### src/inc/ucb_pkg.sv
package ucb_pkg;
  // APB register byte offsets
  localparam logic [7:0] UCB_OFF_CTRL = 8'h00;
  localparam logic [7:0] UCB_OFF_TX_ID = 8'h04;
  localparam logic [7:0] UCB_OFF_ACC_CODE = 8'h08;
  localparam logic [7:0] UCB_OFF_ACC_MASK = 8'h0C;
  localparam logic [7:0] UCB_OFF_STATUS = 8'h10;
  localparam logic [7:0] UCB_OFF_IRQ_MASK = 8'h14;
  // Control field positions (bits 3..0 of CTRL)
  localparam int UCB_CTRL_FIXED_ID = 0;
  localparam int UCB_CTRL_EXT = 1;
  localparam int UCB_CTRL_RESP_ID = 2;
  localparam int UCB_CTRL_END_CHAR = 3;
  localparam int UCB_CTRL_W = 4;
  // Status / interrupt bit positions
  localparam int UCB_ST_TX_SENT = 0;
  localparam int UCB_ST_RX_ACC = 1;
  localparam int UCB_ST_RX_REJ = 2;
  localparam int UCB_ST_OVF = 3;
  localparam int UCB_ST_W = 4;
  // Reset values
  localparam logic [3:0] UCB_CTRL_RST = 4'h1;
  localparam logic [28:0] UCB_TX_ID_RST = 29'h0000001;
  localparam logic [28:0] UCB_CODE_RST = 29'h0000000;
  localparam logic [28:0] UCB_MASK_RST = 29'h0000000;
  localparam logic [3:0] UCB_IRQM_RST = 4'h0;
  // Identifier widths and frame layout
  localparam int UCB_STD_ID_W = 11;
  localparam int UCB_EXT_ID_W = 29;
  localparam int UCB_MAX_DLC = 8;
  localparam int UCB_HDR_LEN = 3;
  localparam logic [7:0] UCB_CR = 8'h0D;
  // Timing: error light time, clock rate, idle gap that closes a message
  localparam int UCB_ERR_MS = 300;
  localparam int UCB_CLK_KHZ = 200000;
  localparam int UCB_ERR_CYC = UCB_ERR_MS * UCB_CLK_KHZ;
  localparam int UCB_IDLE_NS = 1000;
  localparam int UCB_CLK_PER_NS = 5;
  localparam int UCB_IDLE_CYC = UCB_IDLE_NS / UCB_CLK_PER_NS;

  // One CAN frame; data byte k sits at data[8*k +: 8]
  typedef struct packed {
    logic ext;
    logic [28:0] id;
    logic [3:0] dlc;
    logic [63:0] data;
  } ucb_frame_t;

  // Control register layout, MSB first
  typedef struct packed {
    logic end_char;
    logic resp_id;
    logic ext;
    logic fixed_id;
  } ucb_ctrl_t;
endpackage

### src/verilog/ucb_hex.sv
`timescale 1ns/1ps
module ucb_hex
  import ucb_pkg::*;
(
  // Nibble to ASCII
  input wire logic [3:0] i_nib,
  output logic [7:0] o_char,
  // ASCII to nibble
  input wire logic [7:0] i_char,
  output logic [3:0] o_nib,
  output logic o_is_hex
);
  wire is_dig = (i_char >= 8'h30) && (i_char <= 8'h39);
  wire is_up = (i_char >= 8'h41) && (i_char <= 8'h46);
  wire is_lo = (i_char >= 8'h61) && (i_char <= 8'h66);
  wire [7:0] dig_v = i_char - 8'h30;
  wire [7:0] up_v = i_char - 8'h37;
  wire [7:0] lo_v = i_char - 8'h57;

  // Upper-case digits on output; either case accepted on input
  assign o_char = (i_nib < 4'hA) ? (8'h30 + {4'h0, i_nib}) : (8'h37 + {4'h0, i_nib});
  assign o_is_hex = is_dig | is_up | is_lo;
  // Non-hex characters decode as zero
  assign o_nib = is_dig ? dig_v[3:0] : (is_up ? up_v[3:0] : (is_lo ? lo_v[3:0] : 4'h0));
endmodule // ucb_hex

### src/verilog/ucb_filter.sv
`timescale 1ns/1ps
module ucb_filter
  import ucb_pkg::*;
(
  // Frame identifier
  input wire logic [28:0] i_id,
  input wire logic i_ext,
  // Acceptance code and mask
  input wire logic [28:0] i_code,
  input wire logic [28:0] i_mask,
  // Result
  output logic o_pass
);
  // Standard frames only look at the low 11 identifier bits
  wire [28:0] mask_eff = i_ext ? i_mask : {18'h00000, i_mask[UCB_STD_ID_W-1:0]};
  wire [28:0] diff = (i_id ^ i_code) & mask_eff;

  assign o_pass = (diff == 29'h0000000);
endmodule // ucb_filter

### src/verilog/ucb_bridge.sv
`timescale 1ns/1ps
module ucb_bridge
  import ucb_pkg::*;
#(
  parameter int BUF_DEPTH = 72,
  parameter int ERR_CYCLES = UCB_ERR_CYC,
  parameter int IDLE_CYCLES = UCB_IDLE_CYC
) (
  // Clock and reset
  input wire logic i_mclk,
  input wire logic i_nrst,
  // APB slave
  input wire logic i_psel,
  input wire logic i_penable,
  input wire logic i_pwrite,
  input wire logic [7:0] i_paddr,
  input wire logic [31:0] i_pwdata,
  output logic [31:0] o_prdata,
  output logic o_pready,
  output logic o_pslverr,
  // Serial bytes in
  input wire logic i_ser_in_valid,
  input wire logic [7:0] i_ser_in_data,
  output logic o_ser_in_ready,
  // Serial bytes out
  output logic o_ser_out_valid,
  output logic [7:0] o_ser_out_data,
  input wire logic i_ser_out_ready,
  // CAN frames out
  output logic o_can_tx_valid,
  output ucb_frame_t o_can_tx_frame,
  input wire logic i_can_tx_ready,
  // CAN frames in
  input wire logic i_can_rx_valid,
  input wire ucb_frame_t i_can_rx_frame,
  // Error light, watchdog, interrupt
  output logic o_err_led,
  output logic o_wdt_rst,
  output logic o_irq
);
  localparam int CW = $clog2(BUF_DEPTH + 1);
  localparam logic [CW-1:0] DEPTH_C = CW'(BUF_DEPTH);

  // Refuse sizes that the buffer and the counters cannot serve
  if (BUF_DEPTH < UCB_HDR_LEN + UCB_MAX_DLC || ERR_CYCLES < 2 || IDLE_CYCLES < 2 ||
      IDLE_CYCLES > 65535) begin : g_bad_param
    $error("ucb_bridge: parameter out of range");
  end

  // Registers
  ucb_ctrl_t ctrl_reg;
  logic [28:0] tx_id_reg, code_reg, mask_reg;
  logic [3:0] stat_reg, irqm_reg;
  // Transmit assembly
  logic [63:0] acc_reg;
  logic [3:0] tx_cnt_reg;
  logic [1:0] hdr_cnt_reg;
  logic [11:0] dyn_id_reg;
  logic [15:0] idle_reg;
  logic tx_pend_reg;
  ucb_frame_t tx_out_reg;
  // Receive path
  ucb_frame_t hold_reg;
  logic hold_vld_reg;
  logic [3:0] idx_reg;
  logic [7:0] buf_reg [BUF_DEPTH];
  logic [CW-1:0] cnt_reg, rd_reg;
  logic drain_reg;
  // Error and watchdog
  logic err_act_reg, wdt_reg;
  logic [31:0] err_cnt_reg;

  // APB decode; zero wait states
  wire apb_acc = i_psel & i_penable;
  wire apb_wr = apb_acc & i_pwrite;
  wire apb_rd = apb_acc & ~i_pwrite;
  wire sel_ctrl = i_paddr == UCB_OFF_CTRL;
  wire sel_txid = i_paddr == UCB_OFF_TX_ID;
  wire sel_code = i_paddr == UCB_OFF_ACC_CODE;
  wire sel_mask = i_paddr == UCB_OFF_ACC_MASK;
  wire sel_stat = i_paddr == UCB_OFF_STATUS;
  wire sel_irqm = i_paddr == UCB_OFF_IRQ_MASK;
  wire mapped = sel_ctrl | sel_txid | sel_code | sel_mask | sel_stat | sel_irqm;
  assign o_pready = 1'b1;
  assign o_pslverr = apb_acc & ~mapped;
  assign o_prdata = sel_ctrl ? {28'h0000000, ctrl_reg} :
                    sel_txid ? {3'h0, tx_id_reg} :
                    sel_code ? {3'h0, code_reg} :
                    sel_mask ? {3'h0, mask_reg} :
                    sel_stat ? {28'h0000000, stat_reg} :
                    sel_irqm ? {28'h0000000, irqm_reg} : 32'h00000000;

  // Serial input: everything is data, header chars only in dynamic mode
  wire byte_in = i_ser_in_valid & o_ser_in_ready;
  wire hdr_phase = ~ctrl_reg.fixed_id & (hdr_cnt_reg < 2'(UCB_HDR_LEN));
  // A byte may land in the cycle the pending frame leaves, so streams run on
  wire store = byte_in & ~hdr_phase & (~tx_pend_reg | i_can_tx_ready);
  wire ser_ovf = byte_in & ~hdr_phase & tx_pend_reg & ~i_can_tx_ready;
  wire msg_open = (tx_cnt_reg != 4'h0) | (hdr_cnt_reg != 2'h0);
  wire gap_hit = msg_open & ~byte_in & (idle_reg == 16'(IDLE_CYCLES - 1));
  wire go_pend = (store & (tx_cnt_reg == 4'(UCB_MAX_DLC - 1))) |
                 (gap_hit & (tx_cnt_reg != 4'h0));
  wire tx_sent = tx_pend_reg & i_can_tx_ready;
  wire [3:0] hex_nib;
  wire [63:0] acc_next;
  wire [3:0] dlc_next = store ? tx_cnt_reg + 4'h1 : tx_cnt_reg;
  wire [28:0] id_next = ctrl_reg.fixed_id ? tx_id_reg : {17'h00000, dyn_id_reg};
  wire [28:0] id_fmt = ctrl_reg.ext ? id_next : {18'h00000, id_next[UCB_STD_ID_W-1:0]};

  // Byte lane write into the frame assembly word
  genvar g;
  generate
    for (g = 0; g < UCB_MAX_DLC; g++) begin : g_lane
      assign acc_next[8*g +: 8] = (store && tx_cnt_reg == 4'(g)) ? i_ser_in_data :
                                  acc_reg[8*g +: 8];
    end
  endgenerate

  assign o_can_tx_valid = tx_pend_reg;
  assign o_can_tx_frame = tx_out_reg;

  // Receive filter and serialiser
  wire rx_pass;
  // Frames are refused during the error time and the clearing cycle
  wire rx_in = i_can_rx_valid & ~err_act_reg & ~wdt_reg;
  wire rx_acc = rx_in & rx_pass;
  wire rx_rej = rx_in & ~rx_pass;
  wire can_ovf = rx_acc & hold_vld_reg;
  wire [3:0] dlc_cap = (hold_reg.dlc > 4'(UCB_MAX_DLC)) ? 4'(UCB_MAX_DLC) : hold_reg.dlc;
  wire [3:0] end_idx = 4'(UCB_HDR_LEN) + dlc_cap;
  wire [3:0] data_idx = idx_reg - 4'(UCB_HDR_LEN);
  wire [3:0] pfx_nib = (idx_reg == 4'h0) ? hold_reg.id[11:8] :
                       (idx_reg == 4'h1) ? hold_reg.id[7:4] : hold_reg.id[3:0];
  wire [7:0] pfx_char;
  wire [7:0] data_byte = hold_reg.data[8*data_idx[2:0] +: 8];
  wire in_pfx = idx_reg < 4'(UCB_HDR_LEN);
  wire [7:0] app_byte = in_pfx ? pfx_char : data_byte;
  wire buf_full = cnt_reg == DEPTH_C;
  wire app_want = hold_vld_reg & ~drain_reg & (idx_reg < end_idx);
  wire app_en = app_want & ~buf_full;
  wire buf_ovf = app_want & buf_full;
  wire app_cr = app_en & ~in_pfx & (data_byte == UCB_CR);
  wire hold_fin = hold_vld_reg & ~drain_reg & (idx_reg == end_idx);
  wire pop = drain_reg & i_ser_out_ready;
  wire pop_last = pop & (rd_reg == cnt_reg - CW'(1));
  // Immediate mode drains each frame; end-char mode only on CR
  wire start_drain = ctrl_reg.end_char ? app_cr : (hold_fin & (cnt_reg != '0));
  assign o_ser_out_valid = drain_reg;
  assign o_ser_out_data = buf_reg[rd_reg];

  // Error handling: overflow of any buffer ends in a watchdog reset
  wire ovf_ev = ser_ovf | can_ovf | buf_ovf;
  wire err_done = err_act_reg & (err_cnt_reg == 32'(ERR_CYCLES - 1));
  wire soft_rst = wdt_reg;
  assign o_err_led = err_act_reg;
  assign o_wdt_rst = wdt_reg;
  assign o_ser_in_ready = ~err_act_reg & ~wdt_reg;
  assign o_irq = |(stat_reg & irqm_reg);

  wire [3:0] ev = {ovf_ev, rx_rej, rx_acc, tx_sent};
  wire [3:0] stat_next = (stat_reg & ~((apb_rd & sel_stat) ? 4'hF : 4'h0)) | ev;

  ucb_filter u_filter (
    .i_id(i_can_rx_frame.id),
    .i_ext(i_can_rx_frame.ext),
    .i_code(code_reg),
    .i_mask(mask_reg),
    .o_pass(rx_pass)
  );

  ucb_hex u_hex (
    .i_nib(pfx_nib),
    .o_char(pfx_char),
    .i_char(i_ser_in_data),
    .o_nib(hex_nib),
    .o_is_hex()
  );

  // Software registers; status set wins over read clear
  always_ff @(posedge i_mclk or negedge i_nrst) begin
    if (!i_nrst) begin
      ctrl_reg <= UCB_CTRL_RST;
      tx_id_reg <= UCB_TX_ID_RST;
      code_reg <= UCB_CODE_RST;
      mask_reg <= UCB_MASK_RST;
      irqm_reg <= UCB_IRQM_RST;
      stat_reg <= 4'h0;
    end else begin
      if (apb_wr && sel_ctrl) ctrl_reg <= i_pwdata[UCB_CTRL_W-1:0];
      if (apb_wr && sel_txid) tx_id_reg <= i_pwdata[28:0];
      if (apb_wr && sel_code) code_reg <= i_pwdata[28:0];
      if (apb_wr && sel_mask) mask_reg <= i_pwdata[28:0];
      if (apb_wr && sel_irqm) irqm_reg <= i_pwdata[UCB_ST_W-1:0];
      stat_reg <= stat_next;
    end
  end

  // Transmit assembly; a quiet gap closes a message and its header
  always_ff @(posedge i_mclk or negedge i_nrst) begin
    if (!i_nrst) begin
      acc_reg <= 64'h0000000000000000;
      tx_cnt_reg <= 4'h0;
      hdr_cnt_reg <= 2'h0;
      dyn_id_reg <= 12'h000;
      idle_reg <= 16'h0000;
      tx_pend_reg <= 1'b0;
      tx_out_reg <= '0;
    end else if (soft_rst) begin
      tx_cnt_reg <= 4'h0;
      hdr_cnt_reg <= 2'h0;
      idle_reg <= 16'h0000;
      tx_pend_reg <= 1'b0;
    end else begin
      acc_reg <= acc_next;
      idle_reg <= (byte_in || gap_hit || !msg_open) ? 16'h0000 : idle_reg + 16'h0001;
      if (byte_in && hdr_phase) begin
        dyn_id_reg <= {dyn_id_reg[7:0], hex_nib};
        hdr_cnt_reg <= hdr_cnt_reg + 2'h1;
      end else if (gap_hit) begin
        hdr_cnt_reg <= 2'h0;
      end
      if (go_pend) begin
        tx_out_reg <= '{ext: ctrl_reg.ext, id: id_fmt, dlc: dlc_next, data: acc_next};
        tx_cnt_reg <= 4'h0;
        tx_pend_reg <= 1'b1;
      end else begin
        tx_cnt_reg <= dlc_next;
        if (tx_sent) tx_pend_reg <= 1'b0;
      end
    end
  end

  // Receive hold and output buffer control
  always_ff @(posedge i_mclk or negedge i_nrst) begin
    if (!i_nrst) begin
      hold_reg <= '0;
      hold_vld_reg <= 1'b0;
      idx_reg <= 4'h0;
      cnt_reg <= '0;
      rd_reg <= '0;
      drain_reg <= 1'b0;
    end else if (soft_rst) begin
      hold_vld_reg <= 1'b0;
      cnt_reg <= '0;
      rd_reg <= '0;
      drain_reg <= 1'b0;
    end else begin
      if (rx_acc && !hold_vld_reg) begin
        hold_reg <= i_can_rx_frame;
        hold_vld_reg <= 1'b1;
        idx_reg <= ctrl_reg.resp_id ? 4'h0 : 4'(UCB_HDR_LEN);
      end else if (hold_fin) begin
        hold_vld_reg <= 1'b0;
      end else if (app_en) begin
        idx_reg <= idx_reg + 4'h1;
      end
      if (pop_last) begin
        drain_reg <= 1'b0;
        cnt_reg <= '0;
        rd_reg <= '0;
      end else begin
        if (pop) rd_reg <= rd_reg + CW'(1);
        if (app_en) cnt_reg <= cnt_reg + CW'(1);
        if (start_drain) drain_reg <= 1'b1;
      end
    end
  end

  // Buffer storage, no reset needed
  always_ff @(posedge i_mclk) begin
    if (app_en) buf_reg[cnt_reg[CW-1:0]] <= app_byte;
  end

  // Error light time, then one-cycle watchdog pulse
  always_ff @(posedge i_mclk or negedge i_nrst) begin
    if (!i_nrst) begin
      err_act_reg <= 1'b0;
      err_cnt_reg <= 32'h00000000;
      wdt_reg <= 1'b0;
    end else begin
      wdt_reg <= err_done;
      if (err_done) begin
        err_act_reg <= 1'b0;
      end else if (ovf_ev && !err_act_reg) begin
        err_act_reg <= 1'b1;
        err_cnt_reg <= 32'h00000000;
      end else if (err_act_reg) begin
        err_cnt_reg <= err_cnt_reg + 32'h00000001;
      end
    end
  end

  wire [28:0] chk_mask = i_can_rx_frame.ext ? mask_reg : {18'h00000, mask_reg[10:0]};
endmodule // ucb_bridge

### config.mk
export PLATFORM = sky130hd
export DESIGN_NAME = ucb_bridge
export DESIGN_NICKNAME = d
export VERILOG_FILES = /design/src/inc/ucb_pkg.sv /design/src/verilog/ucb_hex.sv /design/src/verilog/ucb_filter.sv /design/src/verilog/ucb_bridge.sv
export SDC_FILE = /design/constraint.sdc
export NUM_CORES = 1
export LEC_CHECK = 0
export BUFFER_PORTS_ARGS = -buffer_cell sky130_fd_sc_hd__buf_2
export CORE_MARGIN = 4
export CORE_UTILIZATION = 55
export CTS_CLUSTER_DIAMETER = 60
export CTS_CLUSTER_SIZE = 40
export DETAILED_ROUTE_END_ITERATION = 12
export PLACE_DENSITY = 0.79
export SYNTH_ARGS = -nofsm -noshare
export SYNTH_HDL_FRONTEND = slang
export SYNTH_HIERARCHICAL = 1
export SYNTH_SLANG_ARGS = --single-unit
### constraint.sdc
create_clock -name i_mclk -period 5.75 [get_ports i_mclk]
set_input_delay 0 -clock i_mclk [delete_from_list [all_inputs] [get_ports i_mclk]]
set_output_delay 0 -clock i_mclk [all_outputs]
set_load 0.05 [all_outputs]
==> qor.csv <==
metric,value,unit
min_period,4.575,ns
syn_to_final_growth,13.91,%
syn-cell-area,43110,µm²
drv_slew,0,
die_h,288.0,µm
vias_per_cell,6.192,
dieArea,82930,µm²
total_leakage_power,19.31,nW
cts_tree,built,
syn_area_per_cell,15.24,µm²
hold_viol,3,
switching_share,0.3688,
rows,102,
intPower,0.01511,W
drc,0,
status,"complete, but fails checks",
critPathKind,register to register,
min_period_over_period,0.7957,
num_vias,26526,
grtUsageTotal,0.2552,
nFillCells,5404,
fp.dieW,288.0,µm
first_global_vias,27388,
final_common_cell,edfxtp_1,
power_per_cell_area,487.3,nW/µm²
ir_drop,0.0005726,V
cts_root_buffer,clkbuf_16,
wire_per_inst,24.81,µm
clock_sinks,1006,
coreArea,77590,µm²
cp_data_arrival_time,4.84,ns
violations,negative hold slack,
crit_path_frequent_cell,ha_1,
r2r-end,buf_reg[36][7],
max_freq,0.2186,GHz
fin_setup_tns,0,ns
cts_max_level,2,
fin_nets,3361,
largest_reg_flops,576,
start_kind,register,
clockBufferDepth,3,
worst_slew_pin_slew,1.239,ns
hold_ws,-0.01657,ns
slew_headroom,0.1693,
syn-instance-count,2829,
cp_slowest_stage_delay,1.02,ns
combPwrFrac,0.334,
reg2reg_from,hold_reg[67],
p_sw,0.008826,W
cts_buffers,57,
worstPathRequired,6.01,ns
design_area,49110,µm²
fin_cells,4284,
finalClockSkew,0.04760,ns
r2r_cells,8,
start_util,0.5556,
antenna_left,0,
rsz0062_at_grt,false,
layout-drive-gt1-share,0.2973,
firstDrtPassIters,5,
ys_warn_count,6,
endpoint_kind,register,
cts.repair.resized,0,
dp_hpwl,69250,µm
antenna_found_initial,13,
seq_power_share,0.459,
final_cell_mix,"edfxtp_1 (576), dfrtp_1 (423), mux2_2 (320), buf_2 (292), nand2_1 (171)",
clock_latency,0.66,ns
critPathMaxFanout,15,
finalSetupViolations,0,
drv_cap,0,
crit_chain,"nand2b_1, ha_1, xnor2_1, ha_1, a2111oi_2, and3_1, nand4_1, nor2_1",
place_area,45500,µm²
routabilityCongestion,0.9201,
gr-total-overflow,0,
io_buffers,293,
cp_slowest_cell,nor2_1,
clkPwrFrac,0.208,
grt_first_pass_wirelength,163800,µm
clk_pin_slew,0.10,ns
drt-total-wl,106300,µm
drtIter0Drc,2678,
holdCritPathClass,input pin to async pin,
dp.cells,4027,
ios,301,
reg2reg_slack,1.17,ns
grt_start_max_net_pins,179,
-- routing by layer --
layer  GRT usage  vias up  part of all wire
met2      0.4143     1214              0.48
met3     0.05249      265             0.082
met5           0        -           0.00012
met4     0.09983        2             0.044
met1      0.3421    13568              0.39
li1            -    11477                 -
-- metrics by stage --
stage	utilization	setup WS [ns]	power, W	hold slack, ns
global route	0.6329	0.9804	0.02490	0.07827
CTS	0.6325	1.261	0.02394	0.02647
global placement	0.5863	1.537	0.01848	0.1196
finish	0.6329	1.175	0.02393	-0.01657
detailed placement	0.5863	1.308	0.01895	0.1450
floorplan	-	0.06647	0.01608	-0.2956
-- power by group through the flow --
stage,clock network [W],registers (W),logic (W)
after global placement,0,0.0111,0.00742
final,0.00497,0.0110,0.00799
after floorplan,0,0.0110,0.00510
after global routing,0.00530,0.0111,0.00854
after CTS,0.00501,0.0110,0.00796
after detailed placement,0,0.0111,0.00783
-- repair_timing --
action	4_1_cts	5_1_grt
hold endpoints to repair	390	0
hold buffers	137	0
buffers inserted	0	0
-- area by class of cell --
class	instances	area (µm²)	area share
clock buffers	60	1480	0.03014
multi-input cells	1621	14200	0.2891
repair buffers	467	3188	0.06492
well taps	1040	1301	0.02650
clock inverters	48	729.5	0.01485
flip-flops and latches	1006	28070	0.5716
inverters	30	112.6	0.002293
diodes	12	30.03	0.0006115
-- worst max path at each step --
| stage | endpoint | slack (ns) | start |
|---|---|---|---|
| global placement | buf_reg[37][5] | 1.54 | hold_reg[67] |
| global route | buf_reg[38][2] | 0.98 | idx_reg[0] |
| detailed placement | buf_reg[44][4] | 1.31 | hold_reg[67] |
| finish | buf_reg[36][7] | 1.17 | hold_reg[67] |
| floorplan | buf_reg[0][2] | 0.07 | idx_reg[3] |
| CTS | buf_reg[36][7] | 1.26 | hold_reg[67] |
-- worst max-delay path: cells and delay by family, from the launching register on --
family          cells  cell delay (ns)
simple gates        4             2.78
compound gates      1             0.44
xor+xnor            1             0.14
flops               1             0.42
fa+ha+maj           2             0.41
Power figures use the tool's default switching activity.
